File: src/core/fts_pkg.sv
// constants, codes and register map shared by the frame trigger block
package fts_pkg;
	// ---------------------------------------------------------------
	// timing
	// ---------------------------------------------------------------
	localparam int CLK_HZ = 50_000_000;
	localparam int TICK_US = 1;
	localparam int CYC_PER_TICK = (CLK_HZ / 1_000_000) * TICK_US;
	localparam int DIVW = 6;
	localparam int EXPW = 23;
	// ---------------------------------------------------------------
	// register byte addresses and fields
	// ---------------------------------------------------------------
	localparam logic [7:0] ADR_TRIG = 8'h00;
	localparam logic [7:0] ADR_EXP = 8'h04;
	localparam logic [7:0] ADR_TIME = 8'h08;
	localparam logic [7:0] ADR_SOFT = 8'h0c;
	localparam logic [7:0] ADR_LINE = 8'h10;
	localparam logic [7:0] ADR_STAT = 8'h14;
	localparam int TRIG_MODE_BIT = 0;
	localparam int TRIG_SRC_LSB = 4;
	localparam int TRIG_ACT_LSB = 8;
	localparam int EXP_MODE_LSB = 0;
	localparam int AUTO_BIT = 4;
	localparam int OVL_BIT = 8;
	localparam int LINE_SRC_LSB = 0;
	localparam int TTL_INV_BIT = 4;
	localparam int GATE_INV_LSB = 8;
	localparam int USER_LSB = 16;
	// ---------------------------------------------------------------
	// reset values and limits
	// ---------------------------------------------------------------
	localparam logic RST_TRIG_MODE = 1'b0;
	localparam logic [3:0] RST_TRIG_SRC = 4'hd;
	localparam logic [1:0] RST_ACT = 2'h0;
	localparam logic [1:0] RST_EXP_MODE = 2'h1;
	localparam logic [EXPW-1:0] RST_EXP_TIME = 23'd18000;
	localparam logic [EXPW-1:0] EXP_MIN_US = 23'd15;
	localparam logic [EXPW-1:0] EXP_MAX_US = 23'd8000000;
	localparam logic [EXPW-1:0] AE_STEP_US = 23'd100;
	localparam logic [3:0] RST_LINE_SRC = 4'h0;
	// ---------------------------------------------------------------
	// selector codes
	// ---------------------------------------------------------------
	localparam int SRC_LOW = 0;
	localparam int SRC_HIGH = 1;
	localparam int SRC_SOFT = 2;
	localparam int SRC_TWAIT = 3;
	localparam int SRC_FACT = 4;
	localparam int SRC_EXPACT = 5;
	localparam int SRC_FVAL = 6;
	localparam int SRC_LVAL = 7;
	localparam int SRC_PG0 = 8;
	localparam int SRC_USER0 = 10;
	localparam int SRC_USER1 = 11;
	localparam int SRC_TTL = 12;
	localparam int SRC_CC1 = 13;
	localparam int SRC_GATE0 = 14;
	localparam int SRC_GATE1 = 15;
	localparam logic [15:0] TRIG_SRC_OK = 16'hfd07;
	localparam logic [15:0] LINE_SRC_OK = 16'hfdfb;
	localparam logic [1:0] ACT_RISE = 2'h0;
	localparam logic [1:0] ACT_FALL = 2'h1;
	localparam logic [1:0] ACT_HIGH = 2'h2;
	localparam logic [1:0] ACT_LOW = 2'h3;
	localparam logic [1:0] EXP_OFF = 2'h0;
	localparam logic [1:0] EXP_TIMED = 2'h1;
	localparam logic [1:0] EXP_WIDTH = 2'h2;
	typedef enum logic [1:0] {ST_WAIT, ST_EXPOSE, ST_READOUT} fts_state_t;
endpackage

File: src/core/fts_gate_if.sv
// carrier between the trigger core and its nand gate pair
`timescale 1ns/1ps
interface fts_gate_if;
	logic [1:0] in1;
	logic [1:0] in2;
	logic [1:0] inv1;
	logic [1:0] inv2;
	logic [1:0] out;
	modport core (output in1, output in2, output inv1, output inv2, input out);
	modport gate (input in1, input in2, input inv1, input inv2, output out);
endinterface

File: src/core/fts_nand.sv
// two registered nand gates with an inverter on every input
`timescale 1ns/1ps
module fts_nand (
	input wire logic clk,
	input wire logic resetn,
	input wire logic ce,
	fts_gate_if.gate g
);
	import fts_pkg::*;
	logic [1:0] out_ff;
	assign g.out = out_ff;
	genvar i;
	generate
		for (i = 0; i < 2; i++) begin : gen_gate
			always_ff @(posedge clk or negedge resetn) begin
				if (!resetn) begin
					out_ff[i] <= 1'b1;
				end else if (ce) begin
					out_ff[i] <= ~((g.in1[i] ^ g.inv1[i]) & (g.in2[i] ^ g.inv2[i]));
				end
			end

		end
	endgenerate
endmodule // fts_nand

File: src/core/fts_trig_top.sv
// frame start trigger, exposure sequencing and ttl line routing
//
// Design decisions made here: register access over Wishbone and the address map.
`timescale 1ns/1ps
module fts_trig_top (
	input wire logic CLK,
	input wire logic RESETN,
	input wire logic CE,
	input wire logic WB_CYC_I,
	input wire logic WB_STB_I,
	input wire logic WB_WE_I,
	input wire logic [7:0] WB_ADR_I,
	input wire logic [3:0] WB_SEL_I,
	input wire logic [31:0] WB_DAT_I,
	output logic [31:0] WB_DAT_O,
	output logic WB_ACK_O,
	input wire logic TTL_IN,
	input wire logic CC1_IN,
	input wire logic PULSE_GEN0_IN,
	input wire logic FRAME_ACTIVE_IN,
	input wire logic FVAL_IN,
	input wire logic LVAL_IN,
	input wire logic READOUT_DONE,
	input wire logic AE_BRIGHT,
	input wire logic AE_DARK,
	input wire logic [fts_pkg::EXPW-1:0] EXP_LIMIT_US,
	output logic TTL_OUT,
	output logic FRAME_START,
	output logic READOUT_START,
	output logic EXPOSING,
	output logic TRIGGER_WAIT
);
	import fts_pkg::*;

	// ---------------------------------------------------------------
	// settings
	// ---------------------------------------------------------------
	logic frame_trigger_mode_ff;
	logic [3:0] trigger_source_sel_ff;
	logic [1:0] trigger_activation_ff;
	logic [1:0] exposure_mode_sel_ff;
	logic auto_exposure_en_ff;
	logic overlap_mode_ff;
	logic [EXPW-1:0] exposure_time_us_ff;
	logic [3:0] line1_source_sel_ff;
	logic ttl_out_invert_ff;
	logic [3:0] gate_invert_ff;
	logic user_bit0_ff;
	logic user_bit1_ff;

	// ---------------------------------------------------------------
	// bus slave
	// ---------------------------------------------------------------
	logic ack_ff;
	logic [31:0] rd_data_ff;
	logic [31:0] rd_word;
	logic acc_w;
	logic [31:0] wmask;
	logic soft_pulse_ff;
	logic [31:0] trig_word;
	logic [31:0] exp_word;
	logic [31:0] line_word;
	logic [31:0] trig_new;
	logic [31:0] exp_new;
	logic [31:0] line_new;
	logic [31:0] time_new;

	assign WB_ACK_O = ack_ff;
	assign WB_DAT_O = rd_data_ff;
	// a write lands on the same edge at which the master sees ack
	assign acc_w = WB_CYC_I & WB_STB_I & WB_WE_I & ack_ff;
	assign wmask = {{8{WB_SEL_I[3]}}, {8{WB_SEL_I[2]}}, {8{WB_SEL_I[1]}}, {8{WB_SEL_I[0]}}};

	always_comb begin
		trig_word = 32'h0;
		trig_word[TRIG_MODE_BIT] = frame_trigger_mode_ff;
		trig_word[TRIG_SRC_LSB +: 4] = trigger_source_sel_ff;
		trig_word[TRIG_ACT_LSB +: 2] = trigger_activation_ff;
		exp_word = 32'h0;
		exp_word[EXP_MODE_LSB +: 2] = exposure_mode_sel_ff;
		exp_word[AUTO_BIT] = auto_exposure_en_ff;
		exp_word[OVL_BIT] = overlap_mode_ff;
		line_word = 32'h0;
		line_word[LINE_SRC_LSB +: 4] = line1_source_sel_ff;
		line_word[TTL_INV_BIT] = ttl_out_invert_ff;
		line_word[GATE_INV_LSB +: 4] = gate_invert_ff;
		line_word[USER_LSB] = user_bit0_ff;
		line_word[USER_LSB + 1] = user_bit1_ff;
	end

	assign trig_new = (trig_word & ~wmask) | (WB_DAT_I & wmask);
	assign exp_new = (exp_word & ~wmask) | (WB_DAT_I & wmask);
	assign line_new = (line_word & ~wmask) | (WB_DAT_I & wmask);
	assign time_new = ({9'h0, exposure_time_us_ff} & ~wmask) | (WB_DAT_I & wmask);

	// ---------------------------------------------------------------
	// sequencer state (declared early, read by status)
	// ---------------------------------------------------------------
	fts_state_t state_ff;
	fts_state_t nxt_state;
	logic pend_ff;
	logic trig_q_ff;
	logic [EXPW-1:0] exp_cnt_ff;

	always_comb begin
		rd_word = 32'h0;
		unique case (WB_ADR_I)
			ADR_TRIG: rd_word = trig_word;
			ADR_EXP: rd_word = exp_word;
			ADR_TIME: rd_word = {9'h0, exposure_time_us_ff};
			ADR_LINE: rd_word = line_word;
			ADR_STAT: rd_word = {21'h0, trig_q_ff, pend_ff, state_ff == ST_READOUT,
				state_ff == ST_EXPOSE, state_ff == ST_WAIT, 6'h0};
			default: rd_word = 32'h0;
		endcase
	end

	always_ff @(posedge CLK or negedge RESETN) begin
		if (!RESETN) begin
			ack_ff <= 1'b0;
			rd_data_ff <= 32'h0;
		end else if (CE) begin
			ack_ff <= WB_CYC_I & WB_STB_I & ~ack_ff;
			rd_data_ff <= rd_word;
		end
	end

	always_ff @(posedge CLK or negedge RESETN) begin
		if (!RESETN) begin
			soft_pulse_ff <= 1'b0;
		end else if (CE) begin
			soft_pulse_ff <= acc_w && WB_ADR_I == ADR_SOFT && WB_DAT_I == 32'h0;
		end
	end

	always_ff @(posedge CLK or negedge RESETN) begin
		if (!RESETN) begin
			frame_trigger_mode_ff <= RST_TRIG_MODE;
			trigger_source_sel_ff <= RST_TRIG_SRC;
			trigger_activation_ff <= RST_ACT;
		end else if (CE && acc_w && WB_ADR_I == ADR_TRIG) begin
			frame_trigger_mode_ff <= trig_new[TRIG_MODE_BIT];
			if (TRIG_SRC_OK[trig_new[TRIG_SRC_LSB +: 4]]) begin
				trigger_source_sel_ff <= trig_new[TRIG_SRC_LSB +: 4];
			end
			trigger_activation_ff <= trig_new[TRIG_ACT_LSB +: 2];
		end
	end

	always_ff @(posedge CLK or negedge RESETN) begin
		if (!RESETN) begin
			exposure_mode_sel_ff <= RST_EXP_MODE;
			auto_exposure_en_ff <= 1'b0;
			overlap_mode_ff <= 1'b0;
		end else if (CE && acc_w && WB_ADR_I == ADR_EXP) begin
			if (exp_new[EXP_MODE_LSB +: 2] != 2'h3) begin
				exposure_mode_sel_ff <= exp_new[EXP_MODE_LSB +: 2];
			end
			auto_exposure_en_ff <= exp_new[AUTO_BIT];
			overlap_mode_ff <= exp_new[OVL_BIT];
		end
	end

	always_ff @(posedge CLK or negedge RESETN) begin
		if (!RESETN) begin
			line1_source_sel_ff <= RST_LINE_SRC;
			ttl_out_invert_ff <= 1'b0;
			gate_invert_ff <= 4'h0;
			user_bit0_ff <= 1'b0;
			user_bit1_ff <= 1'b0;
		end else if (CE && acc_w && WB_ADR_I == ADR_LINE) begin
			if (LINE_SRC_OK[line_new[LINE_SRC_LSB +: 4]]) begin
				line1_source_sel_ff <= line_new[LINE_SRC_LSB +: 4];
			end
			ttl_out_invert_ff <= line_new[TTL_INV_BIT];
			gate_invert_ff <= line_new[GATE_INV_LSB +: 4];
			user_bit0_ff <= line_new[USER_LSB];
			user_bit1_ff <= line_new[USER_LSB + 1];
		end
	end

	// ---------------------------------------------------------------
	// pin synchronisers
	// ---------------------------------------------------------------
	logic ttl_m_ff;
	logic ttl_s_ff;
	logic cc1_m_ff;
	logic cc1_s_ff;

	always_ff @(posedge CLK or negedge RESETN) begin
		if (!RESETN) begin
			ttl_m_ff <= 1'b0;
			ttl_s_ff <= 1'b0;
			cc1_m_ff <= 1'b0;
			cc1_s_ff <= 1'b0;
		end else if (CE) begin
			ttl_m_ff <= TTL_IN;
			ttl_s_ff <= ttl_m_ff;
			cc1_m_ff <= CC1_IN;
			cc1_s_ff <= cc1_m_ff;
		end
	end

	// ---------------------------------------------------------------
	// nand gates: gate0 ttl/pulse gen, gate1 cc1/user bit 1
	// ---------------------------------------------------------------
	fts_gate_if gif ();
	assign gif.in1 = {cc1_s_ff, ttl_s_ff};
	assign gif.in2 = {user_bit1_ff, PULSE_GEN0_IN};
	assign gif.inv1 = {gate_invert_ff[2], gate_invert_ff[0]};
	assign gif.inv2 = {gate_invert_ff[3], gate_invert_ff[1]};

	fts_nand u_nand (
		.clk(CLK),
		.resetn(RESETN),
		.ce(CE),
		.g(gif.gate)
	);

	// ---------------------------------------------------------------
	// source multiplexers
	// ---------------------------------------------------------------
	logic [15:0] src_vec;
	logic trig_prev_ff;
	logic ttl_out_ff;
	logic rise;
	logic fall;
	logic qual_evt;
	logic trig_on;

	always_comb begin
		src_vec = 16'h0;
		src_vec[SRC_HIGH] = 1'b1;
		src_vec[SRC_SOFT] = soft_pulse_ff;
		src_vec[SRC_TWAIT] = state_ff == ST_WAIT;
		src_vec[SRC_FACT] = FRAME_ACTIVE_IN;
		src_vec[SRC_EXPACT] = state_ff == ST_EXPOSE;
		src_vec[SRC_FVAL] = FVAL_IN;
		src_vec[SRC_LVAL] = LVAL_IN;
		src_vec[SRC_PG0] = PULSE_GEN0_IN;
		src_vec[SRC_USER0] = user_bit0_ff;
		src_vec[SRC_USER1] = user_bit1_ff;
		src_vec[SRC_TTL] = ttl_s_ff;
		src_vec[SRC_CC1] = cc1_s_ff;
		src_vec[SRC_GATE0] = gif.out[0];
		src_vec[SRC_GATE1] = gif.out[1];
	end

	always_ff @(posedge CLK or negedge RESETN) begin
		if (!RESETN) begin
			trig_q_ff <= 1'b0;
			trig_prev_ff <= 1'b0;
		end else if (CE) begin
			trig_q_ff <= src_vec[trigger_source_sel_ff];
			trig_prev_ff <= trig_q_ff;
		end
	end

	always_ff @(posedge CLK or negedge RESETN) begin
		if (!RESETN) begin
			ttl_out_ff <= 1'b0;
		end else if (CE) begin
			ttl_out_ff <= src_vec[line1_source_sel_ff] ^ ttl_out_invert_ff;
		end
	end
	assign TTL_OUT = ttl_out_ff;

	assign rise = trig_q_ff & ~trig_prev_ff;
	assign fall = ~trig_q_ff & trig_prev_ff;
	assign trig_on = (trigger_activation_ff == ACT_RISE || trigger_activation_ff == ACT_HIGH) ? trig_q_ff : ~trig_q_ff;
	always_comb begin
		unique case (trigger_activation_ff)
			ACT_RISE: qual_evt = rise;
			ACT_FALL: qual_evt = fall;
			ACT_HIGH: qual_evt = trig_q_ff;
			ACT_LOW: qual_evt = ~trig_q_ff;
		endcase
	end

	// ---------------------------------------------------------------
	// frame sequencer
	// ---------------------------------------------------------------
	logic [DIVW-1:0] div_ff;
	logic tick;
	logic [EXPW-1:0] eff_time;
	logic go;
	logic exp_end;
	logic fs_ff;
	logic rs_ff;

	assign tick = div_ff == DIVW'(CYC_PER_TICK - 1);
	assign eff_time = (exposure_time_us_ff > EXP_LIMIT_US) ? EXP_LIMIT_US : exposure_time_us_ff;
	assign go = ~frame_trigger_mode_ff | qual_evt | pend_ff;
	assign exp_end = (exposure_mode_sel_ff == EXP_WIDTH) ? ~trig_on :
		(tick && exp_cnt_ff + 23'd1 >= eff_time);

	always_comb begin
		nxt_state = state_ff;
		unique case (state_ff)
			ST_WAIT: begin
				if (go) begin
					nxt_state = (exposure_mode_sel_ff == EXP_OFF) ? ST_READOUT : ST_EXPOSE;
				end
			end
			ST_EXPOSE: begin
				if (exp_end) begin
					nxt_state = ST_READOUT;
				end
			end
			ST_READOUT: begin
				if (READOUT_DONE) begin
					nxt_state = ST_WAIT;
				end
			end
		endcase
	end

	always_ff @(posedge CLK or negedge RESETN) begin
		if (!RESETN) begin
			state_ff <= ST_WAIT;
		end else if (CE) begin
			state_ff <= nxt_state;
		end
	end

	always_ff @(posedge CLK or negedge RESETN) begin
		if (!RESETN) begin
			pend_ff <= 1'b0;
		end else if (CE) begin
			if (state_ff == ST_READOUT && overlap_mode_ff && frame_trigger_mode_ff && qual_evt) begin
				pend_ff <= 1'b1;
			end else if (state_ff == ST_WAIT) begin
				pend_ff <= 1'b0;
			end
		end
	end

	always_ff @(posedge CLK or negedge RESETN) begin
		if (!RESETN) begin
			div_ff <= '0;
			exp_cnt_ff <= '0;
		end else if (CE) begin
			if (state_ff != ST_EXPOSE) begin
				div_ff <= '0;
				exp_cnt_ff <= '0;
			end else if (tick) begin
				div_ff <= '0;
				exp_cnt_ff <= exp_cnt_ff + 23'd1;
			end else begin
				div_ff <= div_ff + DIVW'(1);
			end
		end
	end

	always_ff @(posedge CLK or negedge RESETN) begin
		if (!RESETN) begin
			fs_ff <= 1'b0;
			rs_ff <= 1'b0;
		end else if (CE) begin
			fs_ff <= state_ff == ST_WAIT && go;
			rs_ff <= state_ff != ST_READOUT && nxt_state == ST_READOUT;
		end
	end
	assign FRAME_START = fs_ff;
	assign READOUT_START = rs_ff;
	assign EXPOSING = state_ff == ST_EXPOSE;
	assign TRIGGER_WAIT = state_ff == ST_WAIT;

	// auto exposure steps per frame; a bus write wins
	always_ff @(posedge CLK or negedge RESETN) begin
		if (!RESETN) begin
			exposure_time_us_ff <= RST_EXP_TIME;
		end else if (CE) begin
			if (acc_w && WB_ADR_I == ADR_TIME) begin
				if (time_new <= {9'h0, EXP_MAX_US} && time_new >= {9'h0, EXP_MIN_US}) begin
					exposure_time_us_ff <= time_new[EXPW-1:0];
				end
			end else if (auto_exposure_en_ff && rs_ff) begin
				if (AE_BRIGHT && exposure_time_us_ff >= EXP_MIN_US + AE_STEP_US) begin
					exposure_time_us_ff <= exposure_time_us_ff - AE_STEP_US;
				end else if (AE_DARK && exposure_time_us_ff + AE_STEP_US <= EXP_MAX_US) begin
					exposure_time_us_ff <= exposure_time_us_ff + AE_STEP_US;
				end
			end
		end
	end
endmodule // fts_trig_top

File: config.mk
export PLATFORM = sky130hd
export DESIGN_NAME = fts_trig_top
export DESIGN_NICKNAME = d
export VERILOG_FILES = /design/src/core/fts_pkg.sv /design/src/core/fts_gate_if.sv /design/src/core/fts_nand.sv /design/src/core/fts_trig_top.sv
export SDC_FILE = /design/constraint.sdc
export NUM_CORES = 1
export LEC_CHECK = 0
export BUFFER_PORTS_ARGS = -buffer_cell sky130_fd_sc_hd__buf_2
export CORE_MARGIN = 2
export CORE_UTILIZATION = 55
export DETAILED_ROUTE_END_ITERATION = 6
export PLACE_DENSITY_LB_ADDON = 0.05
export SETUP_SLACK_MARGIN = 0.2
export SYNTH_ARGS = -nofsm -noshare
export SYNTH_HDL_FRONTEND = slang
export SYNTH_SLANG_ARGS = --single-unit
File: constraint.sdc
create_clock -name CLK -period 9.45 [get_ports CLK]
set_clock_uncertainty 0.2 [all_clocks]
set_input_delay 0.945 -clock CLK [delete_from_list [all_inputs] [get_ports CLK]]
set_output_delay 0.945 -clock CLK [all_outputs]
set_load 0.02 [all_outputs]
Word-level counts from Yosys, hierarchy flattened
Memory sizes are Yosys's and may differ from the RTL's.
Cells that the tools add are included.
- add/sub/neg operators: 4
- order comparisons: 10
- equal/unequal tests: 17
- multiplexer cells: 27
- bitwise gates (word level): 32
- reduce and logical (&&, ||, !) cells: 33
- operators with widths (kind ; count):
    23-bit two-way mux ; 8
    23-bit case mux with 5 select lines ; 1
    23-bit by 32-bit AND with 32-bit output ; 1
    32-bit AND ; 1
    32-bit by 4-bit >= comparator with 1-bit output, second input constant ; 1
    32-bit by 23-bit <= comparator with 1-bit output, second input constant ; 1
    32-bit zero test ; 1
    32-bit NOT ; 1
    32-bit OR ; 1
    23-bit by 1-bit adder with 23-bit output, second input constant ; 1
    23-bit by 7-bit adder with 23-bit output, second input constant ; 1
    23-bit >= comparator ; 1
    23-bit by 7-bit >= comparator with 1-bit output, second input constant ; 1
    23-bit greater-than comparator ; 1
    23-bit <= comparator, second input constant ; 1
    23-bit by 7-bit subtractor with 23-bit output, second input constant ; 1
    4-bit by 5-bit less-than comparator with 1-bit output, second input constant ; 4
    18-bit AND ; 1
    18-bit OR ; 1
    1-bit logical AND ; 17
    8-bit by 4-bit equality test with 1-bit output, second input constant ; 2
    8-bit by 5-bit equality test with 1-bit output, second input constant ; 2
    6-bit two-way mux ; 2
    10-bit AND ; 1
    other kinds (26) ; 70
- register bits after elaboration: 122
- bits in read-only memories: 32
- memories kept: 2
- memories (memory ; depth ; bits a word ; rd ports ; clocked after Yosys merged registers in ; write ports ; line ; RTL):
    (no name shown) ; 16 ; 1 ; 1 ; 0 ; 0 ; fts_trig_top.sv:172 ; if (LINE_SRC_OK[line_new[LINE_SRC_LSB +: 4]]) begin
    (no name shown) ; 16 ; 1 ; 1 ; 0 ; 0 ; fts_trig_top.sv:143 ; if (TRIG_SRC_OK[trig_new[TRIG_SRC_LSB +: 4]]) begin

Logic depth before layout (Yosys ltp)
Gate-level depths: netlist of run 1.
- depth in word-level cells: 9
- depth in mapped cells: 20
- gate-level depth less buffers: 19

By module
Synthesis of run 1 repeated with hierarchy kept, for this count alone.
- cell total of the unflattened synthesis: 1213
- area, all modules: 9935.8 µm²
- by module, submodules not included (module ; times used ; cells an instance ; area each (µm²) ; seq. area each (µm²)):
    fts_trig_top ; 1 ; 1203 ; 9828.2 ; 2788.9
    fts_nand ; 1 ; 10 ; 107.6 ; 52.6

Worst setup path before layout of run 1
Ideal clock, no wire load.
- path kind: input-to-reg
- start: input EXP_LIMIT_US[18] (netlist bit)
- end: register state_ff[0]
- setup time: 0.121 ns
- arrival: 4.725 ns
- data required time: 9.129 ns
- path slack: 4.404 ns
- cell stages on the path: 18
- buffers on the path: 1
- cell sequence: inv_1 ha_1 nand4_1 or2_2 or4_1 nor4_1 a21oi_1 o31ai_1 clkbuf_1 mux2i_1 ha_1 nand4_1 or2_2 nor3_1 o31ai_1 a21oi_1 o21ai_0 a22o_1
- longest elaborated chain between the ends: 7
- RTL lines (what ; line ; RTL):
    from (decl) ; fts_trig_top.sv:26 ; input wire logic [fts_pkg::EXPW-1:0] EXP_LIMIT_US,
    23-bit greater-than comparator ; fts_trig_top.sv:292 ; assign eff_time = (exposure_time_us_ff > EXP_LIMIT_US) ? EXP_LIMIT_US : exposure_time_us_ff;
    23-bit two-way mux * ; fts_trig_top.sv:292 ;
    23-bit >= comparator * ; fts_trig_top.sv:295 ; (tick && exp_cnt_ff + 23'd1 >= eff_time);
    1-bit logical AND * ; fts_trig_top.sv:295 ;
    1-bit two-way mux * ; fts_trig_top.sv:294 ; assign exp_end = (exposure_mode_sel_ff == EXP_WIDTH) ? ~trig_on :
    2-bit two-way mux * ; fts_trig_top.sv:306 ; if (exp_end) begin
    2-bit case mux with 3 select lines * ; fts_trig_top.sv:299 ; unique case (state_ff)
    to (signal assigned) ; fts_trig_top.sv:322 ; state_ff <= nxt_state;
    to (decl) ; fts_trig_top.sv:99 ; fts_state_t state_ff;
Mark *: on every way between the ends. The rest lies on a longest branch, timed or not.
A chain may end at the register's enable or synchronous reset.

Worst setup path in the final report of run 1
- start: register exposure_time_us_ff[19]
- end: register state_ff[1]
- longest elaborated chain between the ends: 7
- RTL lines (what ; line ; RTL):
    from (decl) ; fts_trig_top.sv:44 ; logic [EXPW-1:0] exposure_time_us_ff;
    from (signal assigned) ; fts_trig_top.sv:376 ; exposure_time_us_ff <= time_new[EXPW-1:0];
    from (signal assigned) ; fts_trig_top.sv:380 ; exposure_time_us_ff <= exposure_time_us_ff - AE_STEP_US;
    from (signal assigned) ; fts_trig_top.sv:382 ; exposure_time_us_ff <= exposure_time_us_ff + AE_STEP_US;
    23-bit greater-than comparator ; fts_trig_top.sv:292 ;
    23-bit two-way mux * ; fts_trig_top.sv:292 ;
    23-bit >= comparator * ; fts_trig_top.sv:295 ;
    1-bit logical AND * ; fts_trig_top.sv:295 ;
    1-bit two-way mux * ; fts_trig_top.sv:294 ;
    2-bit two-way mux * ; fts_trig_top.sv:306 ;
    2-bit case mux with 3 select lines * ; fts_trig_top.sv:299 ;
Marks and branches as above.

==> impl_metrics.toml, run 1 <==
[routing]
drt_drc_violations_left = 0
vias = 8898
drt-vias-per-instance = 6.50
detail_route.first_pass.iterations = 6
route.detailed.wl_per_inst_um = 21.2
route.antenna.remaining_nets = 0
postRouteWirelength_mm = 29.1
initialDrtViolationCount = 1060

[die]
fp.dieArea_mm2 = 0.0178
fp.dieH_um = 133
floorplan.core_area_mm2 = 0.0165
die_w_um = 133
io_pins = 120
initial_utilization_pct = 55.9
row_count = 47

[worst_setup_path]
cp_cell_sequence = "ha_1 > nand2_1 > or2_2 > or4_1 > nor4_1 > a21oi_1 > o31ai_4 > buf_4 > mux2_2 > ha_1 > nand2b_1 > a21o_1 > a21oi_1 > o21ai_0 > o31ai_1 > a21oi_1 > a31oi_1 > a22oi_1"
reg2reg_from = "exposure_time_us_ff[19]$_DFFE_PN0P_"
cpLargestDelayFamily = "simple AND/OR/NAND/NOR gates"
crit_top_cell = "sky130_fd_sc_hd__a21oi_1"
start_kind = "flip-flop"
critPathLaunch = "exposure_time_us_ff[19]$_DFFE_PN0P_"
crit_path_max_incr_delay_ps = 640
cell_count_of_the_worst_reg_to_reg_path = 18
critPathRequiredTime_ps = 9530
worstSetupPathDepth = 18
timing.rr.end = "state_ff[1]$_DFFE_PN0P_"
critical_path.slowest_cell = "sky130_fd_sc_hd__dfrtp_1"
critical_path_arrival_ps = 5110
setup.worst_path.end_class = "flip-flop"
setup.worst_path.end = "state_ff[1]$_DFFE_PN0P_"
reg2reg_setup_slack_ps = 4410
kind_of_critical_path = "reg -> reg"
worst-path-max-fanout = 23
timing.critical_path.buf_inv = 1

[yosys]
sequential_element_share_of_the_synthesized_area_pct = 30.9
yosysWarnings = 0
netlist_area_mm2 = 0.00921
synth-async-reset-ratio_pct = 100
number_of_enable_flip_flop_cells_after_synthesis = 0
synth.avg_cell_area_um2 = 8.58
yosys_most_used_dff = "sky130_fd_sc_hd__dfrtp_1"
postSynthRegisterBits = 113
syn_inst = 1073
synth_cell_type_count = 80

[timing]
setup_viol_count_final = 0
max_freq_mhz = 198
relSlewSlack_pct = 31.3
timing_hold_violations_final = 0
final.min_clock_period_ps = 5040
maxSlewViolCount = 0
grt_setup_unrepaired = "no"
setup-tns-final_ps = 0
worst_pin_slew_ps = 1030
final_min_period_over_clock_period_pct = 53.3

[global_routing]
globalRoute.totalOverflow = 0
number_of_global_route_vias_before_repair = 8376
antenna_found_initial = 0
global_route_wire_length_before_repair_mm = 45.7
grt_max_degree = 83
grt_use_total_pct = 33.0

[placed_design]
hpwlAfterDp_mm = 20.7
placement.cell_area_mm2 = 0.00979
buffer_ports.inserted = 110
place_congestion = 0.921

[layout]
post_layout_inst_area_mm2 = 0.0104
nFillCells = 1488
n_antenna_cell = 0
share_of_post_route_cells_with_drive_strength_above_1_pct = 19.8
finalNetCount = 1274
relative_area_change_from_synthesis_to_final_layout_pct = 12.6

[power]
vdd.ir_drop.worst_uv = 122
p_leak_nw = 4.87
p_per_area_mw_per_mm2 = 127

[clocking]
cts-htree-levels = 4
library_cell_used_as_clock_root_buffer = "sky130_fd_sc_hd__clkbuf_16"
cts_resized = 0
cts_hold_buf = 0
clk_pin_slew_worst_paths_ps = 60
cts-root-to-sink-buffers = 2
cts-buffers-inserted = 17
cts_tree = "done"
clk_latency_ps = 420
post_cts_setup_driven_buffer_insertion_count = 0
cts_sinks = 113

[hold_path]
timing.hold.worst.class = "in -> async"

[run]
max-cap-violations = 0

[run_status]
outcome = "complete, no violations"
cell type report:
cell class	count	area [um2]	share of cell area (%)
Tap cell	220	275	2.66
Clock inverter	15	150	1.45
Clock buffer	17	425	4.10
Sequential cell	113	2840	27.4
Inverter	48	180	1.74
Timing Repair Buffer	124	658	6.35
Multi-Input combinational cell	832	5840	56.3
per-layer routing:
layer  global-route usage [%]  up-vias  part of all wire, %
met5                        0        -                    0
met3                     7.42       57                  8.5
met2                     49.8      434                   44
met4                     14.4        0                  3.8
li1                         -     4128                    -
met1                     45.5     4279                   43
cells in the mapped netlist (all sizes together) (10+ instances only):
| cell type | count | area (um2) |
|---|---|---|
| dfstp | 11 | 289 |
| xnor2 | 18 | 158 |
| a22o | 13 | 114 |
| nand4 | 22 | 138 |
| nor3 | 34 | 170 |
| nor2 | 75 | 282 |
| a31oi | 19 | 119 |
| nor4 | 19 | 119 |
| a21o | 18 | 135 |
| clkbuf | 68 | 256 |
| and3 | 20 | 125 |
| xor2 | 14 | 123 |
| nand2 | 81 | 307 |
| a22oi | 11 | 82.6 |
| buf | 20 | 135 |
| mux2i | 44 | 440 |
| o21ai | 46 | 230 |
| nand3 | 58 | 290 |
| mux2 | 27 | 304 |
| a21oi | 49 | 264 |
| o2bb2ai | 22 | 193 |
| nand2b | 10 | 62.6 |
| ha | 56 | 701 |
| inv | 48 | 180 |
| a211oi | 13 | 110 |
| dfrtp | 102 | 2550 |
cells by family after synthesis:
kind of cell | synth area share [%]
other cells | 0.0407
mux | 9.07
simple gates | 21.0
fa+ha+maj | 7.61
buf+inv | 6.21
compound gates | 22.2
flops | 30.9
xor+xnor | 3.04
how the worst min path moves through the flow:
stage	to	startpoint	cells past startpoint	slack, ps
final	exp_cnt_ff[19]$_DFFE_PN0P_	RESETN	1	270
after global routing	exp_cnt_ff[19]$_DFFE_PN0P_	RESETN	1	290
after CTS	exp_cnt_ff[21]$_DFFE_PN0P_	RESETN	1	280
after detailed placement	WB_DAT_O[6]$_DFFE_PN0P_	WB_DAT_O[6]$_DFFE_PN0P_	1	270
after global placement	WB_DAT_O[21]$_DFFE_PN0P_	WB_DAT_O[21]$_DFFE_PN0P_	1	270
after floorplan	div_ff[4]$_DFFE_PN0P_	div_ff[4]$_DFFE_PN0P_	1	270
where the power goes:
part           internal, W  total [W]  switching, W
sequential        0.000494   0.000513     0.0000191
combinational    0.0000613   0.000169      0.000107
clock             0.000369   0.000636      0.000267
cell usage in the layout (no fill, tap or decap), types with 20 or more instances in the layout:
master / synthesis / routed
sky130_fd_sc_hd__and3_1: 20 / 20
sky130_fd_sc_hd__buf_2: 3 / 109
sky130_fd_sc_hd__ha_1: 56 / 56
sky130_fd_sc_hd__mux2_2: 26 / 26
sky130_fd_sc_hd__nand3_1: 58 / 58
sky130_fd_sc_hd__o2bb2ai_1: 22 / 22
sky130_fd_sc_hd__nand2_1: 80 / 80
sky130_fd_sc_hd__nand4_1: 22 / 22
sky130_fd_sc_hd__nor2_1: 75 / 75
sky130_fd_sc_hd__inv_1: 48 / 48
sky130_fd_sc_hd__o21ai_0: 46 / 45
sky130_fd_sc_hd__mux2i_1: 44 / 44
sky130_fd_sc_hd__dfrtp_1: 102 / 102
sky130_fd_sc_hd__nor3_1: 34 / 34
sky130_fd_sc_hd__a21oi_1: 46 / 46
stage by stage:
stage,hold slack (ps),total power [W],cells,worst slack [ps],utilization [%]
after detailed placement,272,0.000687,1337,4120,59.5
after floorplan,267,0.000620,1081,4400,-
after CTS,279,0.00132,1369,4480,63.0
after global routing,294,0.00137,1369,4120,63.0
final,273,0.00132,1369,4410,63.0
after global placement,268,0.000686,1337,4210,59.5
Power figures use the tool's default switching activity.
==> inputs of run 2 (changes only) <==
clock period = 4.7 ns   (was 9.45 ns; I/O delays follow)
==> run 2 against run 1 <==
Final cell count up 2.1%. Via count up 2.0%. Cell area increased by 3.6%. First-iteration DRC count grew 1.3%. Flip-flop and latch count unchanged. Global-route usage increased by 1.0 points. Highest routed layer is now met5. Wire length increased by 3.8%. Register-to-register slack got worse by 4000 ps. Non-clock buffer count grew 28.
==> impl_metrics.toml, run 2 (same netlist as run 1, synthesis figures left out) <==
[run_status]
outcome = "complete, no violations"

[layout]
relative_area_change_from_synthesis_to_final_layout_pct = 16.7
finalNetCount = 1302
layout_common_cells = "sky130_fd_sc_hd__buf_2 (109), sky130_fd_sc_hd__dfrtp_1 (102), sky130_fd_sc_hd__nand2_1 (80)"
non_filler_cells_final = 1398
post_layout_inst_area_mm2 = 0.0107
commonest_non_fill_non_tap_cell_in_the_layout = "sky130_fd_sc_hd__buf_2"
share_of_post_route_cells_with_drive_strength_above_1_pct = 22.6

[timing]
relSlewSlack_pct = 31.0
max_freq_mhz = 233
final_min_period_over_clock_period_pct = 91.3
final.min_clock_period_ps = 4290
final.setup.worst_slack_ps = 411
timing_hold_violations_final = 0
setup-tns-final_ps = 0
maxSlewViolCount = 0
setup_viol_count_final = 0
worst_pin_slew_ps = 1040
grt_setup_unrepaired = "no"

[routing]
drt-vias-per-instance = 6.49
drt_drc_violations_left = 0
route.antenna.remaining_nets = 0
postRouteWirelength_mm = 30.2
initialDrtViolationCount = 1074
detail_route.first_pass.iterations = 5
route.detailed.wl_per_inst_um = 21.6
vias = 9072

[clocking]
cts_sinks = 113
cts-buffers-inserted = 17
cts_tree = "done"
cts-htree-levels = 4
clk_latency_ps = 420
cts-root-to-sink-buffers = 2
clk_pin_slew_worst_paths_ps = 60
library_cell_used_as_clock_root_buffer = "sky130_fd_sc_hd__clkbuf_16"

[worst_setup_path]
cell_count_of_the_worst_reg_to_reg_path = 16
timing.rr.end = "state_ff[0]$_DFFE_PN0P_"
reg2reg_from = "exposure_time_us_ff[17]$_DFFE_PN0P_"
setup.worst_path.end = "state_ff[0]$_DFFE_PN0P_"
critPathLaunch = "exposure_time_us_ff[17]$_DFFE_PN0P_"
critPathRequiredTime_ps = 4800
reg2reg_setup_slack_ps = 410
setup.worst_path.end_class = "flip-flop"
critical_path_arrival_ps = 4390
worst-path-max-fanout = 5
start_kind = "flip-flop"
kind_of_critical_path = "reg -> reg"

[global_routing]
grt_use_total_pct = 34.0
antenna_found_initial = 2
grt_max_degree = 80
globalRoute.totalOverflow = 0
number_of_global_route_vias_before_repair = 8434
global_route_wire_length_before_repair_mm = 47.0

[die]
die_w_um = 133
initial_utilization_pct = 55.9
row_count = 47
fp.dieArea_mm2 = 0.0178
floorplan.core_area_mm2 = 0.0165
io_pins = 120
fp.dieH_um = 133

[placed_design]
placement.cell_area_mm2 = 0.00997
place_congestion = 0.995
post-place-cells = 1361
hpwlAfterDp_mm = 21.8
place_ws_ps = -108
buffer_ports.inserted = 110

[power]
vdd.ir_drop.worst_uv = 273
p_leak_nw = 5.07
p_per_area_mw_per_mm2 = 255
post-layout-total-power_w = 0.00274

[run]
max-cap-violations = 0

[hold_path]
timing.hold.worst.class = "in -> async"
run 2: cell count changes in the layout (fill, tap and decap cells not counted), sizes merged:
cell      delta
clkbuf       +2
inv          -4
clkinvlp     -3
buf         +27
clkinv       +4
bufinv       +2
diode        +1
run 2: layout make-up:
class	count	area, um2
diodes	1	2.50
flip-flops and latches	113	2840
multi-input cells	832	5930
well taps	220	275
inverters	48	180
clock buffers	18	429
fillers	1439	5720
repair buffers	152	902
clock inverters	14	180
run 2: repair_timing:
| item | in CTS | in global routing |
|---|---|---|
| buffers inserted | 0 | 3 |
| gates resized for setup | 1 | 16 |
| hold buffers | 0 | 0 |
| pin swaps | 1 | 13 |
| endpoints found under the setup margin | 3 | 3 |
| endpoints found under the hold margin | 0 | 0 |
| cloned | 0 | 1 |
run 2: worst max-delay path, stage by stage (launching register included):
cell,delay (ps)
sky130_fd_sc_hd__dfrtp_1,390
sky130_fd_sc_hd__ha_1,310
sky130_fd_sc_hd__nand4_1,100
sky130_fd_sc_hd__or2_4,240
sky130_fd_sc_hd__or4_4,520
sky130_fd_sc_hd__a211oi_2,230
sky130_fd_sc_hd__o31ai_4,150
sky130_fd_sc_hd__clkbuf_16,180
sky130_fd_sc_hd__mux2i_1,130
sky130_fd_sc_hd__ha_1,300
sky130_fd_sc_hd__nand4_1,150
sky130_fd_sc_hd__or2_2,340
sky130_fd_sc_hd__nor3_1,190
sky130_fd_sc_hd__o31ai_1,90
sky130_fd_sc_hd__a21oi_1,230
sky130_fd_sc_hd__o21ai_0,140
sky130_fd_sc_hd__a22o_1,240
run 2: worst min-delay path by stage:
stage                            endpoint  cells after the start
2_1_floorplan     FRAME_START$_DFFE_PN0P_                      0
3_3_place_gp     WB_DAT_O[20]$_DFFE_PN0P_                      1
3_5_place_dp      WB_DAT_O[7]$_DFFE_PN0P_                      1
4_1_cts        exp_cnt_ff[21]$_DFFE_PN0P_                      1
5_1_grt              ttl_m_ff$_DFFE_PN0P_                      2
6_report       exp_cnt_ff[21]$_DFFE_PN0P_                      1
run 2: per-layer routing:
layer	vias up	global-route usage [%]	wire, um
li1	4177	-	-
met1	4318	47.8	12700
met2	495	50.2	13200
met3	80	7.57	3050
met4	2	15.2	1280
met5	-	0	12
run 2: power by group:
group | leakage (nW) | total (W) | internal, W | switching (W)
logic | 3.28 | 0.000379 | 0.000138 | 0.000241
registers | 1.50 | 0.00102 | 0.000994 | 0.0000258
clock network | 0.291 | 0.00135 | 0.000841 | 0.000505
total | 5.07 | 0.00274 | 0.00197 | 0.000771
run 2: metrics by stage:
step | hold WS [ps] | utilization [%]
CTS | 76.4 | 64.3
finish | 15.7 | 65.2
global placement | 268 | 60.6
global route | 80.1 | 65.2
detailed placement | 268 | 60.6
floorplan | -25.6 | -
==> inputs of run 3 (changes only) <==
CORE_MARGIN = unset   (was 2)
CTS_CLUSTER_SIZE = 14   (was unset)
RECOVER_POWER = 100   (was unset)
==> run 3 against run 2 <==
The run now ends with capacitance limit, slew limit left. Final cell count did not move. Sequential share of layout area rose by 0.26 points. Clock-buffer cell count fell by 1. Setup slack got worse by 250 ps. Critical path depth fell by 6. Non-clock buffer count rose by 5. Fmax fell by 5.4%. Largest power group unchanged.
==> impl_metrics.toml, run 3 (same netlist as run 1, synthesis figures left out) <==
[die]
fp.dieArea_mm2 = 0.0173
floorplan.core_area_mm2 = 0.0161
initial_utilization_pct = 57.1
io_pins = 120
die_w_um = 131
fp.dieH_um = 131
row_count = 46

[timing]
relSlewSlack_pct = -17.9
timing_hold_violations_final = 0
fin_worst_hold_slack_ps = 78.5
final_min_period_over_clock_period_pct = 96.5
setup_viol_count_final = 0
final.min_clock_period_ps = 4530
final.setup.worst_slack_ps = 165
worst_pin_slew_ps = 1770
grt_setup_unrepaired = "no"
maxSlewViolCount = 65
max_freq_mhz = 221

[global_routing]
grt_max_degree = 53
number_of_global_route_vias_before_repair = 8478
global_route_wire_length_before_repair_mm = 46.6
antenna_found_initial = 0
globalRoute.totalOverflow = 0
grt_use_total_pct = 34.8

[layout]
finalNetCount = 1307
layout_common_cells = "sky130_fd_sc_hd__dfrtp_1 (102), sky130_fd_sc_hd__nand2_1 (81), sky130_fd_sc_hd__buf_2 (80)"
commonest_non_fill_non_tap_cell_in_the_layout = "sky130_fd_sc_hd__dfrtp_1"
relative_area_change_from_synthesis_to_final_layout_pct = 15.6
n_antenna_cell = 0
core_occupancy_in_the_finished_layout_pct = 66.0
share_of_post_route_cells_with_drive_strength_above_1_pct = 19.3
nFillCells = 1415

[routing]
drt-vias-per-instance = 6.54
route.detailed.wl_per_inst_um = 21.3
drt_drc_violations_left = 0
initialDrtViolationCount = 1060
detail_route.first_pass.iterations = 6
vias = 9138
postRouteWirelength_mm = 29.8
route.antenna.remaining_nets = 0

[power]
post-layout-total-power_w = 0.00270
vdd.ir_drop.worst_uv = 296
p_leak_nw = 4.93
p_per_area_mw_per_mm2 = 254

[worst_setup_path]
kind_of_critical_path = "reg -> reg"
setup.worst_path.end_class = "flip-flop"
reg2reg_setup_slack_ps = 170
crit_path_max_incr_delay_ps = 690
critical_path_arrival_ps = 4580
worst-path-max-fanout = 16
start_kind = "flip-flop"
critical_path.slowest_cell = "sky130_fd_sc_hd__clkbuf_1"
cp_cell_sequence = "clkbuf_1 > nand4_1 > nor4_1 > mux2i_1 > a21bo_2 > or4_1 > a21oi_4 > buf_4 > a21oi_1 > a311oi_1"
critPathRequiredTime_ps = 4750

[clocking]
cts_sinks = 113
library_cell_used_as_clock_root_buffer = "sky130_fd_sc_hd__clkbuf_16"
clk_pin_slew_worst_paths_ps = 60
cts_tree = "done"
clk_latency_ps = 420
cts-root-to-sink-buffers = 2
cts-htree-levels = 4
cts-buffers-inserted = 17

[placed_design]
hpwlAfterDp_mm = 21.6
place_ws_ps = -9.76
buffer_ports.inserted = 110
place_congestion = 0.973

[hold_path]
timing.hold.worst.class = "in -> reg"

[run]
max-cap-violations = 2

[run_status]
failed_checks = "capacitance limit, slew limit"
outcome = "complete, but fails checks"
## run 3: changes by cell type in the layout (fill, tap and decap cells not counted), sizes merged
cell	before	now
bufinv	3	2
clkinv	6	4
diode	1	0
dlygate4sd3	0	1
inv	51	55
clkbuf	19	57
buf	151	116
## run 3: worst paths after layout
kind / endpoint / cells after the start / from
worst max-delay path: exposure_time_us_ff[13]$_DFFE_PN0P_ / 10 / exposure_time_us_ff[13]$_DFFE_PN0P_
max in group asynchronous: asynchronous set/reset pin / 3 / RESETN
min in group asynchronous: exp_cnt_ff[21]$_DFFE_PN0P_ / 2 / RESETN
worst max register to register: exposure_time_us_ff[13]$_DFFE_PN0P_ / 10 / exposure_time_us_ff[13]$_DFFE_PN0P_
worst min-delay path: cc1_m_ff$_DFFE_PN0P_ / 2 / CC1_IN
worst min register to register: FRAME_START$_DFFE_PN0P_ / 1 / FRAME_START$_DFFE_PN0P_
## run 3: report_power, final
part           switching (W)  internal [W]
Sequential         0.0000255      0.000994
Combinational       0.000236      0.000132
Clock               0.000519      0.000796
## run 3: timing repair
action | in CTS | in global routing
buffers inserted | 0 | 8
endpoints found under the hold margin | 27 | 0
setup endpoints to repair | 1 | 3
gates cloned | 0 | 1
pin swaps | 1 | 6
resized for setup | 0 | 12
hold buffers | 1 | 0
## run 3: stage by stage
step,cell area [um2],std cells,setup TNS [ps]
floorplan,9240,1081,0
global placement,9970,1356,0
detailed placement,9970,1356,-9.76
CTS,10600,1389,0
global route,10600,1398,0
finish,10600,1398,0
## run 3: layout make-up
type | instances | area [um2] | area share [%]
clock buffers | 17 | 425 | 4.00
clock inverters | 15 | 173 | 1.62
inverters | 48 | 180 | 1.69
multi-input cells | 832 | 5880 | 55.3
flip-flops and latches | 113 | 2840 | 26.7
well taps | 216 | 270 | 2.54
repair buffers | 157 | 871 | 8.19
## run 3: worst max-delay path, delay by kind of cell (launching register included)
| kind | cells | cell delay (ps) |
|---|---|---|
| compound gates | 4 | 1250 |
| flops | 1 | 350 |
| mux | 1 | 290 |
| simple gates | 3 | 1350 |
| buf+inv | 2 | 930 |
## run 3: per-layer routing
metal  part of all wire [%]  vias to the layer above  track usage (%)
met5                      0                        -                0
met2                     43                      510             51.7
met4                    6.1                        0             20.1
met1                     42                     4338             46.8
met3                    9.2                      111             7.45
li1                       -                     4179                -
